[config.mk]
export PLATFORM = sky130hd
export DESIGN_NAME = tis_irq_status
export DESIGN_NICKNAME = d
export VERILOG_FILES = /design/src/inc/tis_pkg.sv /design/src/logic/tis_irq_status.sv
export SDC_FILE = /design/constraint.sdc
export NUM_CORES = 1
export LEC_CHECK = 0
export ABC_AREA = 1
export BUFFER_PORTS_ARGS = -buffer_cell sky130_fd_sc_hd__buf_2
export CORE_MARGIN = 3
export CORE_UTILIZATION = 50
export CTS_CLUSTER_DIAMETER = 200
export DETAILED_ROUTE_END_ITERATION = 8
export HOLD_SLACK_MARGIN = 0.08
export PLACE_DENSITY = 0.72
export SYNTH_ARGS = -nofsm -noshare
export SYNTH_HDL_FRONTEND = slang
export SYNTH_SLANG_ARGS = --single-unit
[constraint.sdc]
create_clock -name ref_clk -period 5.8 [get_ports ref_clk]
set_input_delay 1.16 -clock ref_clk [delete_from_list [all_inputs] [get_ports ref_clk]]
set_output_delay 1.16 -clock ref_clk [all_outputs]
set_load 0.01 [all_outputs]
[src/inc/tis_pkg.sv]
/*
  Constants and carrier types of the transceiver interrupt status block:
  register offsets, flag positions, reset values and guard timing.
  Assumes a 50 MHz digital clock and a register read port at 6-bit offsets.
*/
package tis_pkg;

  // Register offsets
  localparam logic [5:0] MAIN_EV_OFS = 6'h1a;
  localparam logic [5:0] TIMER_FIELD_EV_OFS = 6'h1b;
  localparam logic [5:0] ERR_WAKEUP_EV_OFS = 6'h1c;
  localparam logic [5:0] TARGET_EV_OFS = 6'h1d;

  localparam logic [7:0] FLAGS_RESET = 8'h00;

  // Main event register fields
  localparam int MAIN_OSC_BIT = 7;
  localparam int MAIN_FIFO_LEVEL_BIT = 6;
  localparam int MAIN_RX_START_BIT = 5;
  localparam int MAIN_RX_END_BIT = 4;
  localparam int MAIN_TX_END_BIT = 3;
  localparam int MAIN_COLLISION_BIT = 2;
  localparam int MAIN_RX_RESTART_BIT = 1;

  // Timer and field event register fields
  localparam int TF_CMD_DONE_BIT = 7;
  localparam int TF_NO_RESP_BIT = 6;
  localparam int TF_GP_TIMER_BIT = 5;
  localparam int TF_FIELD_ON_BIT = 4;
  localparam int TF_FIELD_OFF_BIT = 3;
  localparam int TF_CA_COLLISION_BIT = 2;
  localparam int TF_GUARD_DONE_BIT = 1;
  localparam int TF_BITRATE_BIT = 0;

  // Error and wake-up event register fields
  localparam int EW_CRC_BIT = 7;
  localparam int EW_PARITY_BIT = 6;
  localparam int EW_SOFT_FRAME_BIT = 5;
  localparam int EW_HARD_FRAME_BIT = 4;
  localparam int EW_WAKEUP_TIMEOUT_BIT = 3;
  localparam int EW_AMPLITUDE_BIT = 2;
  localparam int EW_PHASE_BIT = 1;
  localparam int EW_CAPACITANCE_BIT = 0;

  // Target event register fields
  localparam int TG_SLOT_LEVEL_BIT = 6;
  localparam int TG_FIELD_UP_BIT = 5;
  localparam int TG_AUTO_REPLY_BIT = 4;
  localparam int TG_FAST_ACTIVE_BIT = 3;
  localparam int TG_ACTIVE_STAR_BIT = 1;
  localparam int TG_ACTIVE_BIT = 0;

  // FIFO level thresholds in bytes
  localparam logic [9:0] FIFO_RX_LEVEL = 10'h12c;
  localparam logic [9:0] FIFO_TX_LEVEL = 10'h0c8;

  // Guard timing: fixed part plus a step per guard setting count
  localparam int CLK_FREQ_MHZ = 50;
  localparam int GUARD_BASE_US = 75;
  localparam int GUARD_STEP_US = 151;
  localparam int GUARD_BASE_CYC = GUARD_BASE_US * CLK_FREQ_MHZ;
  localparam int GUARD_STEP_CYC_DEF = GUARD_STEP_US * CLK_FREQ_MHZ;
  localparam int GUARD_CNT_W = 22;

  // Level conditions reported by the radio and FIFO engines
  typedef struct packed {
    logic osc_stable;
    logic rx_active;
    logic tx_active;
    logic [9:0] fifo_count;
    logic field_above;
  } tis_levels_t;

  // One-cycle event pulses from the engines
  typedef struct packed {
    logic rx_start;
    logic rx_end;
    logic tx_end;
    logic bit_collision;
    logic rx_restart;
    logic cmd_done;
    logic no_resp_expired;
    logic gp_timer_expired;
    logic ca_collision;
    logic ca_field_switched;
    logic bitrate_found;
    logic crc_error;
    logic parity_error;
    logic soft_frame_flag;
    logic hard_frame_flag;
    logic wakeup_timeout;
    logic amplitude_over;
    logic phase_over;
    logic capacitance_over;
    logic slot_level_flag;
    logic auto_reply_sent;
    logic target_fast_active_flag;
    logic target_active_star_flag;
    logic target_active_flag;
  } tis_pulses_t;

  typedef enum logic [0:0] {
    TIS_GUARD_IDLE = 1'b0,
    TIS_GUARD_WAIT = 1'b1
  } tis_guard_state_t;

endpackage : tis_pkg

[src/logic/tis_irq_status.sv]
/*
  Interrupt status logic of a contactless transceiver: four sticky 8-bit
  event registers, read side effects, guard timer for the field-on event
  and the masked interrupt line.
  Assumes all event inputs come from logic on ref_clk, mask values from
  the mask registers, and a host read port that pulses rd_en once per read.
*/
// Behaviour
// - Oscillator stable sets main bit 7
// - Receiving, FIFO above 300 sets bit 6
// - Transmitting, FIFO below 200 sets bit 6
// - Rx start, rx end, tx end, collision flags
// - EMD frame discarded sets main bit 1
// - Command done, no-response, GP timer flags
// - Field rises bit 4, falls bit 3
// - Collision avoidance collision sets bit 2
// - Guard time expiry after field switch-on sets bit 1
// - Initiator bit rate recognised sets bit 0
// - Reading timer or target register clears it
// - Hard framing bit 4, soft bit 5
// - Reading main register clears error register
// - Wake-up timeout flag when option selected
// - Amplitude change over reference sets bit 2
// - Phase change over reference sets bit 1
// - Capacitance change over reference sets bit 0
// - Four free slot numbers sets bit 6
// - Collision-free field on sets target bit 5
// - Automatic anticollision reply sets bit 4
// - Fast automatic reply sent sets bit 3
// - Active* sets bit 1, Active bit 0
// - Mask bit set blocks the interrupt
`timescale 1ns/100ps
`default_nettype none

module tis_irq_status #(
  parameter int GUARD_STEP_CYC = tis_pkg::GUARD_STEP_CYC_DEF,
  parameter bit MAIN_CLEAR_ON_READ = 1'b1
) (
  // Clock and reset
  input wire logic ref_clk,
  input wire logic rst,
  // Engine conditions and events
  input wire tis_pkg::tis_levels_t levels,
  input wire tis_pkg::tis_pulses_t pulses,
  input wire logic wakeup_irq_every,
  input wire logic [7:0] nfc_guard_setting,
  // Mask register contents, one bit per flag
  input wire logic [7:0] main_mask,
  input wire logic [7:0] timer_field_mask,
  input wire logic [7:0] error_wakeup_mask,
  input wire logic [7:0] target_mask,
  // Host read port
  input wire logic rd_en,
  input wire logic [5:0] rd_addr,
  output logic [7:0] rd_data,
  output logic rd_valid,
  // Interrupt line, high while an unmasked flag is set
  output logic irq
);

  logic [7:0] main_ev_reg;
  logic [7:0] timer_field_ev_reg;
  logic [7:0] error_wakeup_ev_reg;
  logic [7:0] target_ev_reg;
  logic [7:0] main_set;
  logic [7:0] tf_set;
  logic [7:0] ew_set;
  logic [7:0] tg_set;
  logic osc_prev_reg;
  logic field_prev_reg;
  logic [7:0] rd_data_reg;
  logic rd_valid_reg;
  logic irq_reg;
  logic guard_done;
  tis_pkg::tis_guard_state_t guard_state_reg;
  logic [tis_pkg::GUARD_CNT_W-1:0] guard_cnt_reg;
  logic [31:0] guard_load;
  logic rd_main;
  logic rd_tf;
  logic rd_ew;
  logic rd_tg;

  assign rd_main = rd_en && (rd_addr == tis_pkg::MAIN_EV_OFS);
  assign rd_tf = rd_en && (rd_addr == tis_pkg::TIMER_FIELD_EV_OFS);
  assign rd_ew = rd_en && (rd_addr == tis_pkg::ERR_WAKEUP_EV_OFS);
  assign rd_tg = rd_en && (rd_addr == tis_pkg::TARGET_EV_OFS);

  // Previous levels for edge detection of level conditions
  always_ff @(posedge ref_clk or posedge rst)
  begin
    if (rst)
    begin
      osc_prev_reg <= 1'b0;
      field_prev_reg <= 1'b0;
    end
    else
    begin
      osc_prev_reg <= levels.osc_stable;
      field_prev_reg <= levels.field_above;
    end
  end

  // Guard timer: base time plus setting times step
  assign guard_load = 32'(tis_pkg::GUARD_BASE_CYC)
    + 32'(nfc_guard_setting) * 32'(GUARD_STEP_CYC);

  always_ff @(posedge ref_clk or posedge rst)
  begin
    if (rst)
    begin
      guard_state_reg <= tis_pkg::TIS_GUARD_IDLE;
      guard_cnt_reg <= '0;
    end
    else
    begin
      case (guard_state_reg)
        tis_pkg::TIS_GUARD_IDLE:
        begin
          if (pulses.ca_field_switched)
          begin
            guard_cnt_reg <= guard_load[tis_pkg::GUARD_CNT_W-1:0];
            guard_state_reg <= tis_pkg::TIS_GUARD_WAIT;
          end
        end
        tis_pkg::TIS_GUARD_WAIT:
        begin
          if (guard_cnt_reg <= tis_pkg::GUARD_CNT_W'(1))
          begin
            guard_state_reg <= tis_pkg::TIS_GUARD_IDLE;
          end
          guard_cnt_reg <= guard_cnt_reg - tis_pkg::GUARD_CNT_W'(1);
        end
        default:
        begin
          guard_state_reg <= tis_pkg::TIS_GUARD_IDLE;
        end
      endcase
    end
  end

  // Fires in the last guard cycle, so the flag lands after the full time
  assign guard_done = (guard_state_reg == tis_pkg::TIS_GUARD_WAIT)
    && (guard_cnt_reg <= tis_pkg::GUARD_CNT_W'(1));

  // Set vectors of the four registers
  always_comb
  begin
    main_set = 8'h00;
    tf_set = 8'h00;
    ew_set = 8'h00;
    tg_set = 8'h00;
    main_set[tis_pkg::MAIN_OSC_BIT] = levels.osc_stable && !osc_prev_reg;
    main_set[tis_pkg::MAIN_FIFO_LEVEL_BIT] =
      (levels.rx_active && (levels.fifo_count > tis_pkg::FIFO_RX_LEVEL))
      || (levels.tx_active && (levels.fifo_count < tis_pkg::FIFO_TX_LEVEL));
    main_set[tis_pkg::MAIN_RX_START_BIT] = pulses.rx_start;
    main_set[tis_pkg::MAIN_RX_END_BIT] = pulses.rx_end;
    main_set[tis_pkg::MAIN_TX_END_BIT] = pulses.tx_end;
    main_set[tis_pkg::MAIN_COLLISION_BIT] = pulses.bit_collision;
    main_set[tis_pkg::MAIN_RX_RESTART_BIT] = pulses.rx_restart;
    tf_set[tis_pkg::TF_CMD_DONE_BIT] = pulses.cmd_done;
    tf_set[tis_pkg::TF_NO_RESP_BIT] = pulses.no_resp_expired;
    tf_set[tis_pkg::TF_GP_TIMER_BIT] = pulses.gp_timer_expired;
    tf_set[tis_pkg::TF_FIELD_ON_BIT] = levels.field_above && !field_prev_reg;
    tf_set[tis_pkg::TF_FIELD_OFF_BIT] = !levels.field_above && field_prev_reg;
    tf_set[tis_pkg::TF_CA_COLLISION_BIT] = pulses.ca_collision;
    tf_set[tis_pkg::TF_GUARD_DONE_BIT] = guard_done;
    tf_set[tis_pkg::TF_BITRATE_BIT] = pulses.bitrate_found;
    ew_set[tis_pkg::EW_CRC_BIT] = pulses.crc_error;
    ew_set[tis_pkg::EW_PARITY_BIT] = pulses.parity_error;
    ew_set[tis_pkg::EW_SOFT_FRAME_BIT] = pulses.soft_frame_flag;
    ew_set[tis_pkg::EW_HARD_FRAME_BIT] = pulses.hard_frame_flag;
    ew_set[tis_pkg::EW_WAKEUP_TIMEOUT_BIT] =
      pulses.wakeup_timeout && wakeup_irq_every;
    ew_set[tis_pkg::EW_AMPLITUDE_BIT] = pulses.amplitude_over;
    ew_set[tis_pkg::EW_PHASE_BIT] = pulses.phase_over;
    ew_set[tis_pkg::EW_CAPACITANCE_BIT] = pulses.capacitance_over;
    tg_set[tis_pkg::TG_SLOT_LEVEL_BIT] = pulses.slot_level_flag;
    tg_set[tis_pkg::TG_FIELD_UP_BIT] = pulses.ca_field_switched;
    tg_set[tis_pkg::TG_AUTO_REPLY_BIT] = pulses.auto_reply_sent;
    tg_set[tis_pkg::TG_FAST_ACTIVE_BIT] = pulses.target_fast_active_flag;
    tg_set[tis_pkg::TG_ACTIVE_STAR_BIT] = pulses.target_active_star_flag;
    tg_set[tis_pkg::TG_ACTIVE_BIT] = pulses.target_active_flag;
  end

  // Sticky flags; a set in the clearing cycle wins so no event is lost
  always_ff @(posedge ref_clk or posedge rst)
  begin
    if (rst)
    begin
      main_ev_reg <= tis_pkg::FLAGS_RESET;
      timer_field_ev_reg <= tis_pkg::FLAGS_RESET;
      error_wakeup_ev_reg <= tis_pkg::FLAGS_RESET;
      target_ev_reg <= tis_pkg::FLAGS_RESET;
    end
    else
    begin
      main_ev_reg <= ((rd_main && MAIN_CLEAR_ON_READ) ? 8'h00 : main_ev_reg)
        | main_set;
      timer_field_ev_reg <= (rd_tf ? 8'h00 : timer_field_ev_reg) | tf_set;
      error_wakeup_ev_reg <= (rd_main ? 8'h00 : error_wakeup_ev_reg) | ew_set;
      target_ev_reg <= (rd_tg ? 8'h00 : target_ev_reg) | tg_set;
    end
  end

  // Read data shows the value before the side-effect clear
  always_ff @(posedge ref_clk or posedge rst)
  begin
    if (rst)
    begin
      rd_data_reg <= 8'h00;
      rd_valid_reg <= 1'b0;
    end
    else
    begin
      rd_valid_reg <= rd_en;
      if (rd_main)
      begin
        rd_data_reg <= main_ev_reg;
      end
      else if (rd_tf)
      begin
        rd_data_reg <= timer_field_ev_reg;
      end
      else if (rd_ew)
      begin
        rd_data_reg <= error_wakeup_ev_reg;
      end
      else if (rd_tg)
      begin
        rd_data_reg <= target_ev_reg;
      end
      else if (rd_en)
      begin
        rd_data_reg <= 8'h00;
      end
    end
  end

  // Interrupt line lags the flags by one cycle
  always_ff @(posedge ref_clk or posedge rst)
  begin
    if (rst)
    begin
      irq_reg <= 1'b0;
    end
    else
    begin
      irq_reg <= |(main_ev_reg & ~main_mask)
        || |(timer_field_ev_reg & ~timer_field_mask)
        || |(error_wakeup_ev_reg & ~error_wakeup_mask)
        || |(target_ev_reg & ~target_mask);
    end
  end

  assign rd_data = rd_data_reg;
  assign rd_valid = rd_valid_reg;
  assign irq = irq_reg;

endmodule : tis_irq_status

`default_nettype wire

# [Word-level counts from Yosys, hierarchy flattened]
# Index checks and enable logic that the tools add are counted.
[totals] out_inout_bits=10 ff_bits=67 word_cells=72 in_bits=88
[classes] order_cmp=3 mux=14 eq_ne=5 n_addsub=2 bitwise=13 multipliers=1 n_reduce_logical=23
[op_table] operator="2-to-1 mux 8 bit" count=9
[op_table] operator="one-hot mux 22 bit (2 select lines)" count=1
[op_table] operator="bitwise AND 8 bit" count=4
[op_table] operator="inverter 8 bit" count=4
[op_table] operator="OR reduction 8 bit" count=4
[op_table] operator="equality test 6 x 5 -> 1 bit, second input constant" count=4
[op_table] operator="bitwise OR 8 bit" count=3
[op_table] operator="adder 12 x 21 -> 22 bit, first input constant" count=1
[op_table] operator="<= comparator 22 x 1 -> 1 bit, second input constant" count=1
[op_table] operator="2-to-1 mux 22 bit" count=1
[op_table] operator="subtractor 22 x 1 -> 22 bit, second input constant" count=1
[op_table] operator="multiplier 8 x 12 -> 20 bit, second input constant" count=1
[op_table] operator="logical AND 1 bit" count=11
[op_table] operator="greater-than comparator 10 x 9 -> 1 bit, second input constant" count=1
[op_table] operator="< comparator 10 x 8 -> 1 bit, second input constant" count=1
[op_table] operator="bitwise OR 8 x 7 -> 8 bit" count=1
[op_table] operator="nonzero test 5 bit" count=1
[op_table] operator="logical OR 1 bit" count=4
[op_table] operator="logical NOT 1 bit" count=3
[op_table] operator="2-to-1 mux 1 bit" count=2
[op_table] operator="inequality test 2 bit, second input constant" count=1
[op_table] operator="one-hot mux 1 bit (2 select lines)" count=1
[op_table] operator="inverter 1 bit" count=1

# [Longest topological paths before layout]
# Gate-level depths: netlist of run 1.
[logic_depth] word_depth=6 depth_mapped=26 depth_no_buf=26

# [Least setup slack after synthesis of run 1]
# OpenSTA, ideal clock, no wires.
[synth_timing] path_kind="input -> register" startpoint="in nfc_guard_setting[5]" endpoint="reg guard_cnt_reg[20] (netlist name)" slack_ns=0.677 n_path_buf=0 t_arrival_ns=5.010 setup_time_ns=0.113 cell_stages=25 required_time_ns=5.687 cell_sequence="fa_1 -> inv_1 -> fa_1 -> inv_1 -> fa_1 -> inv_1 -> fa_1 -> inv_1 -> ha_1 -> nand2_1 -> inv_1 -> nand2_1 -> nand3_1 -> nand2_1 -> nand2_2 -> nand2_2 -> inv_2 -> nand2_2 -> nand2_2 -> nor2_4 -> nand3_1 -> nand2_1 -> nand3_1 -> nand2_1 -> inv_1"
[synth_via] elab_chain_cells=4
[synth_lines] element="from (decl)" line_no="tis_irq_status.sv:46" source="input wire logic [7:0] nfc_guard_setting,"
[synth_lines] element="multiplier 8 x 12 -> 20 bit" line_no="tis_irq_status.sv:105" source="+ 32'(nfc_guard_setting) * 32'(GUARD_STEP_CYC);"
[synth_lines] element="adder 12 x 21 -> 22 bit" line_no="tis_irq_status.sv:105"
[synth_lines] element="2-to-1 mux 22 bit" line_no="tis_irq_status.sv:119" source="if (pulses.ca_field_switched)"
[synth_lines] element="one-hot mux 22 bit (2 select lines)" line_no="tis_irq_status.sv:116" source="case (guard_state_reg)"
[synth_lines] element="to (signal assigned)" line_no="tis_irq_status.sv:121" source="guard_cnt_reg <= guard_load[tis_pkg::GUARD_CNT_W-1:0];"
[synth_lines] element="to (signal assigned)" line_no="tis_irq_status.sv:131" source="guard_cnt_reg <= guard_cnt_reg - tis_pkg::GUARD_CNT_W'(1);"
[synth_lines] element="to (decl)" line_no="tis_irq_status.sv:76" source="logic [tis_pkg::GUARD_CNT_W-1:0] guard_cnt_reg;"
# Every way passes these cells. The select of a mux whose other input is x is not followed.
# A chain may end at the register's enable or synchronous reset.

# [Worst setup path in the final report of run 1]
# Same ends and word-level chain as after synthesis.

==> metrics.txt, run 1 <==
measured slew at the worst slew-check pin 0.972 ns; CP Max Fanout 6; die width 116 µm; synthesized cell area 6070 µm²; DR vias 5445; Yosys reg bits 64; CP most frequent cell nand2_1; fmax 194 MHz; layout cell share with drive strength beyond 1 0.158; Hold Slack 0.432 ns; FF-to-FF setup slack 3.65 ns; Die H 116 µm; Mean Syn Cell Area 7.41 µm²; Place WS 0.313 ns; drt initial violations 392; Die Area 13500 µm²; core box area 11700 µm²; max incr delay on CP 0.55 ns; count of cell types in the netlist 44; Largest register FFs 22; CTS Sinks 64; Fin. Hold Viols 0; Slew Viols, Final 0; clock skew 0.00565 ns; setup_tns 0 ns; CP Class in -> reg; initial antenna violation count 0; Clock transition at path regs 0.06 ns; Setup-failing EPs final 0; final period utilization 0.887; Net Count, Synth 993; Crit Reg-Reg Endpoint guard_state_reg$_DFF_PP0_; cts repair resizes 0; CTS Root Cell clkbuf_16; H-Tree Depth 3; Critical-path top delay cell fa_1; CTS buffer count 9; Pwr per Cell Area 469 nW/µm²; worst reg2reg path depth 5; DRC 0; Hold EP main_ev_reg[7]$_DFF_PP0_; crit path DAT 5.37 ns; Post-synth ARST share 1.00; sequential share of the synthesized area 0.264; ANT cells 0; fillers 1100; Yosys warning total 0; antenna-violating nets left 0; critical path launch point type primary input; vias in the first global route 5222; maximum VDD drop 0.000294 V; hold crit path type reg -> reg; IO Count 98; status complete, no violations; worst hold path startpoint osc_prev_reg$_DFF_PP0_; Syn Inst Count 819; row count 39; worst path required time 6.03 ns; Clock Path Buffers 2; Lkg Pwr 0.00401 µW; min cycle time layout 5.15 ns; DP HPWL 11800 µm; first-pass GRT wire length 24000 µm; reg2reg start guard_state_reg$_DFF_PP0_; Starting Density 0.521; max cap viols 0; GPL Wtd Cong 0.883; Avg WL per Cell 13.4 µm; layout net count 1094; RSZ-0062 raised after global routing no; Max-slew headroom 0.347; PortBufs 94; EDFF count, synth 0; pin count of the biggest net entering global routing 65; Hold-fix buffers, CTS 0; P&R area growth vs syn 15.1%; gr usage total 0.223; Clk Latency, worst-skew pair 0.33 ns; Initial DRT Pass Iterations 5; GRT overflow 0; post-route setup slack 0.655 ns; drt total wl 14300 µm; Via density 5.10; CTS tree done; hold path depth 1; dominant synthesized flop cell dfrtp_1; nature of the critical path endpoint flip-flop; post-CTS setup buffer count 0
==> placed cells by master, fill, tap and decap left out, types with 19 or more instances in the layout <==
cell / n
nor2_1: 65
buf_2: 94
ha_1: 50
nand3_1: 53
inv_1: 191
nand2_1: 162
a21oi_1: 20
fa_1: 36
o22ai_1: 19
o21bai_1: 20
dfrtp_1: 64
o21ai_0: 23
==> metrics by stage <==
stage | instance area (µm²) | std cells | total power, µW | util
finish | 6990 | 1068 | 3280 | 0.599
global route | 6990 | 1068 | 3700 | 0.599
CTS | 6990 | 1068 | 3300 | 0.599
detailed placement | 6710 | 1052 | 2790 | 0.576
global placement | 6710 | 1052 | 2760 | 0.576
floorplan | 6070 | 819 | 2370 | -
==> cell families (layout without fill, tap and decap cells) <==
family	after synthesis	after routing	share of synthesized area
flip-flops	64	64	0.264
multiplexers	1	1	0.00165
AND/OR/NAND/NOR	337	337	0.246
XOR/XNOR	9	9	0.0130
AO/OA/AOI/OAI	117	117	0.126
buffers and inverters	205	311	0.127
adder cells (fa/ha/maj)	86	86	0.222
==> worst max-delay path: cells and delay by family <==
kind,cells,cell delay [ns]
adder cells (fa/ha/maj),5,2.46
buffers and inverters,7,0.58
AND/OR/NAND/NOR,13,1.17
==> layer usage <==
layer	global-route usage	vias up	wire, µm
met4	0.0611	0	264
met2	0.377	146	6630
met3	0.0321	18	742
met1	0.300	2480	6630
met5	0	-	0
li1	-	2801	-
==> power breakdown <==
part           internal (µW)  total [µW]  switching, µW  leakage [µW]
sequential               522         594           71.5      0.000681
combinational            771        2190           1420       0.00320
clock                    289         494            205      0.000132
==> how the worst max path moves through the flow <==
stage / startpoint / to / cells after the start / slack, ns
6_report: nfc_guard_setting[5] / guard_cnt_reg[20]$_DFFE_PP0P_ / 25 / 0.65
5_1_grt: nfc_guard_setting[5] / guard_cnt_reg[19]$_DFFE_PP0P_ / 23 / 0.28
4_1_cts: nfc_guard_setting[5] / guard_cnt_reg[20]$_DFFE_PP0P_ / 25 / 0.65
3_5_place_dp: nfc_guard_setting[5] / guard_cnt_reg[20]$_DFFE_PP0P_ / 25 / 0.31
3_3_place_gp: nfc_guard_setting[2] / guard_cnt_reg[15]$_DFFE_PP0P_ / 24 / 0.34
2_1_floorplan: nfc_guard_setting[5] / guard_cnt_reg[20]$_DFFE_PP0P_ / 25 / 0.68
==> layout make-up <==
class                           count  area, µm²  share of cell area
Multi-Input combinational cell    550       3700               0.529
Sequential cell                    64       1600               0.229
Inverter                          198        743               0.106
Timing Repair Buffer               97        493              0.0706
Clock buffer                        9        225              0.0322
Tap cell                          143        179              0.0256
Clock inverter                      7       47.5             0.00681
==> Yosys cell counts, types with 2 or more instances <==
library cell / number / share of area
nor2_2: 4 / 0.0041
fa_1: 36 / 0.12
o21bai_1: 20 / 0.025
o211ai_1: 8 / 0.0099
a21oi_2: 2 / 0.0029
clkinv_1: 3 / 0.0019
nor2_4: 3 / 0.0056
nor2_1: 65 / 0.040
nor3_1: 13 / 0.011
dfrtp_1: 64 / 0.26
o22ai_1: 19 / 0.020
or2_2: 3 / 0.0031
ha_1: 50 / 0.10
o21ai_0: 23 / 0.019
clkbuf_1: 6 / 0.0037
nand4_1: 8 / 0.0082
a31oi_1: 4 / 0.0041
nand2_2: 11 / 0.011
o2111ai_1: 3 / 0.0043
nand3_1: 53 / 0.044
o221ai_1: 2 / 0.0029
a21o_1: 4 / 0.0049
nor4_1: 4 / 0.0041
a21oi_1: 20 / 0.016
inv_2: 3 / 0.0019
a221oi_1: 5 / 0.0072
nand2_1: 162 / 0.10
inv_1: 192 / 0.12
xor2_1: 8 / 0.012
nand3b_1: 4 / 0.0049
nand3_2: 4 / 0.0066
(Power assumes the default switching activity.)
==> inputs of run 2 (changes only) <==
- REMOVE_ABC_BUFFERS: default -> 1
==> run 2 against run 1 <==
  * Final cell count unchanged
  * Flip-flop and latch count unchanged
  * Clock skew up 0.0026 ns
==> metrics.txt, run 2 (same netlist as run 1, synthesis figures left out) <==
maximum VDD drop 0.000318 V; layout cell share with drive strength beyond 1 0.158; Crit Reg-Reg Endpoint guard_cnt_reg[18]$_DFFE_PP0P_; DR vias 5464; DP HPWL 11900 µm; Starting Density 0.521; antenna-violating nets left 0; status complete, no violations; crit path DAT 5.40 ns; vias in the first global route 5042; critical path launch point type primary input; CP Max Fanout 5; ANT cells 0; Lkg Pwr 0.00402 µW; P&R area growth vs syn 15.2%; FF-to-FF setup slack 3.66 ns; Max-slew headroom 0.369; Pwr per Cell Area 472 nW/µm²; layout net count 1094; core box area 11700 µm²; worst path required time 6.02 ns; Initial DRT Pass Iterations 5; Die Area 13500 µm²; post-route insts no fill 1068; DRC 0; Avg WL per Cell 13.3 µm; CTS tree done; Pint 1600 µW; combinational power share 0.669; RSZ-0062 raised after global routing no; die width 116 µm; CP Class in -> reg; final period utilization 0.893; PortBufs 94; Switching Fraction 0.517; Via density 5.12; Clock Path Buffers 2; clock skew 0.00829 ns; Setup-failing EPs final 0; placed cell area 6710 µm²; IO Count 98; CTS Root Cell clkbuf_16; GPL Wtd Cong 0.893; gr usage total 0.217; drt total wl 14200 µm; Net Sw Power 1710 µW; fmax 193 MHz; post-CTS setup buffer count 0; Largest register FFs 22; setup_tns 0 ns; fillers 1097; initial antenna violation count 0; CTS buffer count 9; final instance area 7000 µm²; measured slew at the worst slew-check pin 0.939 ns; drt initial violations 322; row count 39; CTS Sinks 64; H-Tree Depth 3; Hold-fix buffers, CTS 0; Flop pwr share 0.180; Place WS 0.280 ns; Clock transition at path regs 0.06 ns; nature of the critical path endpoint flip-flop; Placed Cells 1052; pin count of the biggest net entering global routing 65; first-pass GRT wire length 23500 µm; cts repair resizes 0; Slew Viols, Final 0; Die H 116 µm; GRT overflow 0; min cycle time layout 5.18 ns; max cap viols 0; most common cell after layout, fill and taps aside inv_1; Critical Path Source nfc_guard_setting[2]; Clock power frac 0.151; Clk Latency, worst-skew pair 0.33 ns; Critical Path Sink guard_cnt_reg[20]$_DFFE_PP0P_; Fin. Hold Viols 0; most frequent cells in the layout inv_1, nand2_1, buf_2, nor2_1, dfrtp_1; hold crit path type reg -> reg; worst reg2reg path depth 10; post-route setup slack 0.618 ns; reg2reg start guard_state_reg$_DFF_PP0_
==> run 2: cell count changes in the layout (fill, tap and decap cells not counted) <==
cell        before  now
clkinv_2         3    2
clkinvlp_4       2    1
clkbuf_8         0    1
clkinv_4         1    2
==> run 2: worst min path at each step <==
stage,startpoint,endpoint,depth (start not counted)
floorplan,osc_prev_reg$_DFF_PP0_,main_ev_reg[7]$_DFF_PP0_,1
global placement,osc_prev_reg$_DFF_PP0_,main_ev_reg[7]$_DFF_PP0_,1
detailed placement,osc_prev_reg$_DFF_PP0_,main_ev_reg[7]$_DFF_PP0_,1
CTS,osc_prev_reg$_DFF_PP0_,main_ev_reg[7]$_DFF_PP0_,1
global route,osc_prev_reg$_DFF_PP0_,main_ev_reg[7]$_DFF_PP0_,1
finish,osc_prev_reg$_DFF_PP0_,main_ev_reg[7]$_DFF_PP0_,1
==> run 2: routing by layer <==
metal  global-route usage  routed length, µm  vias to the layer above
met5                    0                  0                        -
met4               0.0480                197                        0
met3               0.0301                727                       14
met2                0.366               6640                      124
met1                0.300               6630                     2520
li1                     -                  -                     2806
==> run 2: layout make-up <==
type | count | area [µm²] | share of cell area
Tap cell | 143 | 179 | 0.0256
Multi-Input combinational cell | 550 | 3700 | 0.528
Sequential cell | 64 | 1600 | 0.229
Clock buffer | 10 | 239 | 0.0342
Clock inverter | 6 | 43.8 | 0.00626
Timing Repair Buffer | 97 | 493 | 0.0705
Inverter | 198 | 743 | 0.106
==> run 2: power by group through the flow <==
stage | registers, µW | logic, µW | clock network (µW)
after floorplan | 585 | 1780 | 0
after global placement | 599 | 2180 | 0
after detailed placement | 600 | 2210 | 0
after CTS | 594 | 2220 | 508
after global routing | 606 | 2570 | 528
final | 595 | 2210 | 500
==> run 2: stage by stage <==
step,util,hold WS [ns],power (µW)
after global routing,0.600,0.449,3710
after CTS,0.600,0.447,3320
final,0.600,0.437,3310
after detailed placement,0.576,0.439,2810
after floorplan,-,0.410,2370
after global placement,0.576,0.425,2780
==> run 2: worst max-delay path, cell delays in order <==
cell	delay [ns]
buf_2	0.14
fa_1	0.62
inv_1	0.11
fa_1	0.49
inv_1	0.05
fa_1	0.52
inv_1	0.05
fa_1	0.50
inv_1	0.04
ha_1	0.35
nand2_1	0.08
nand2_1	0.08
inv_1	0.10
nand3_1	0.12
nand2_1	0.11
nand2_2	0.09
nand2_2	0.10
inv_2	0.04
nand2_2	0.07
nand2_2	0.09
nor2_4	0.13
nand3_1	0.09
nand2_1	0.07
nand3_1	0.07
nand2_1	0.07
inv_1	0.04
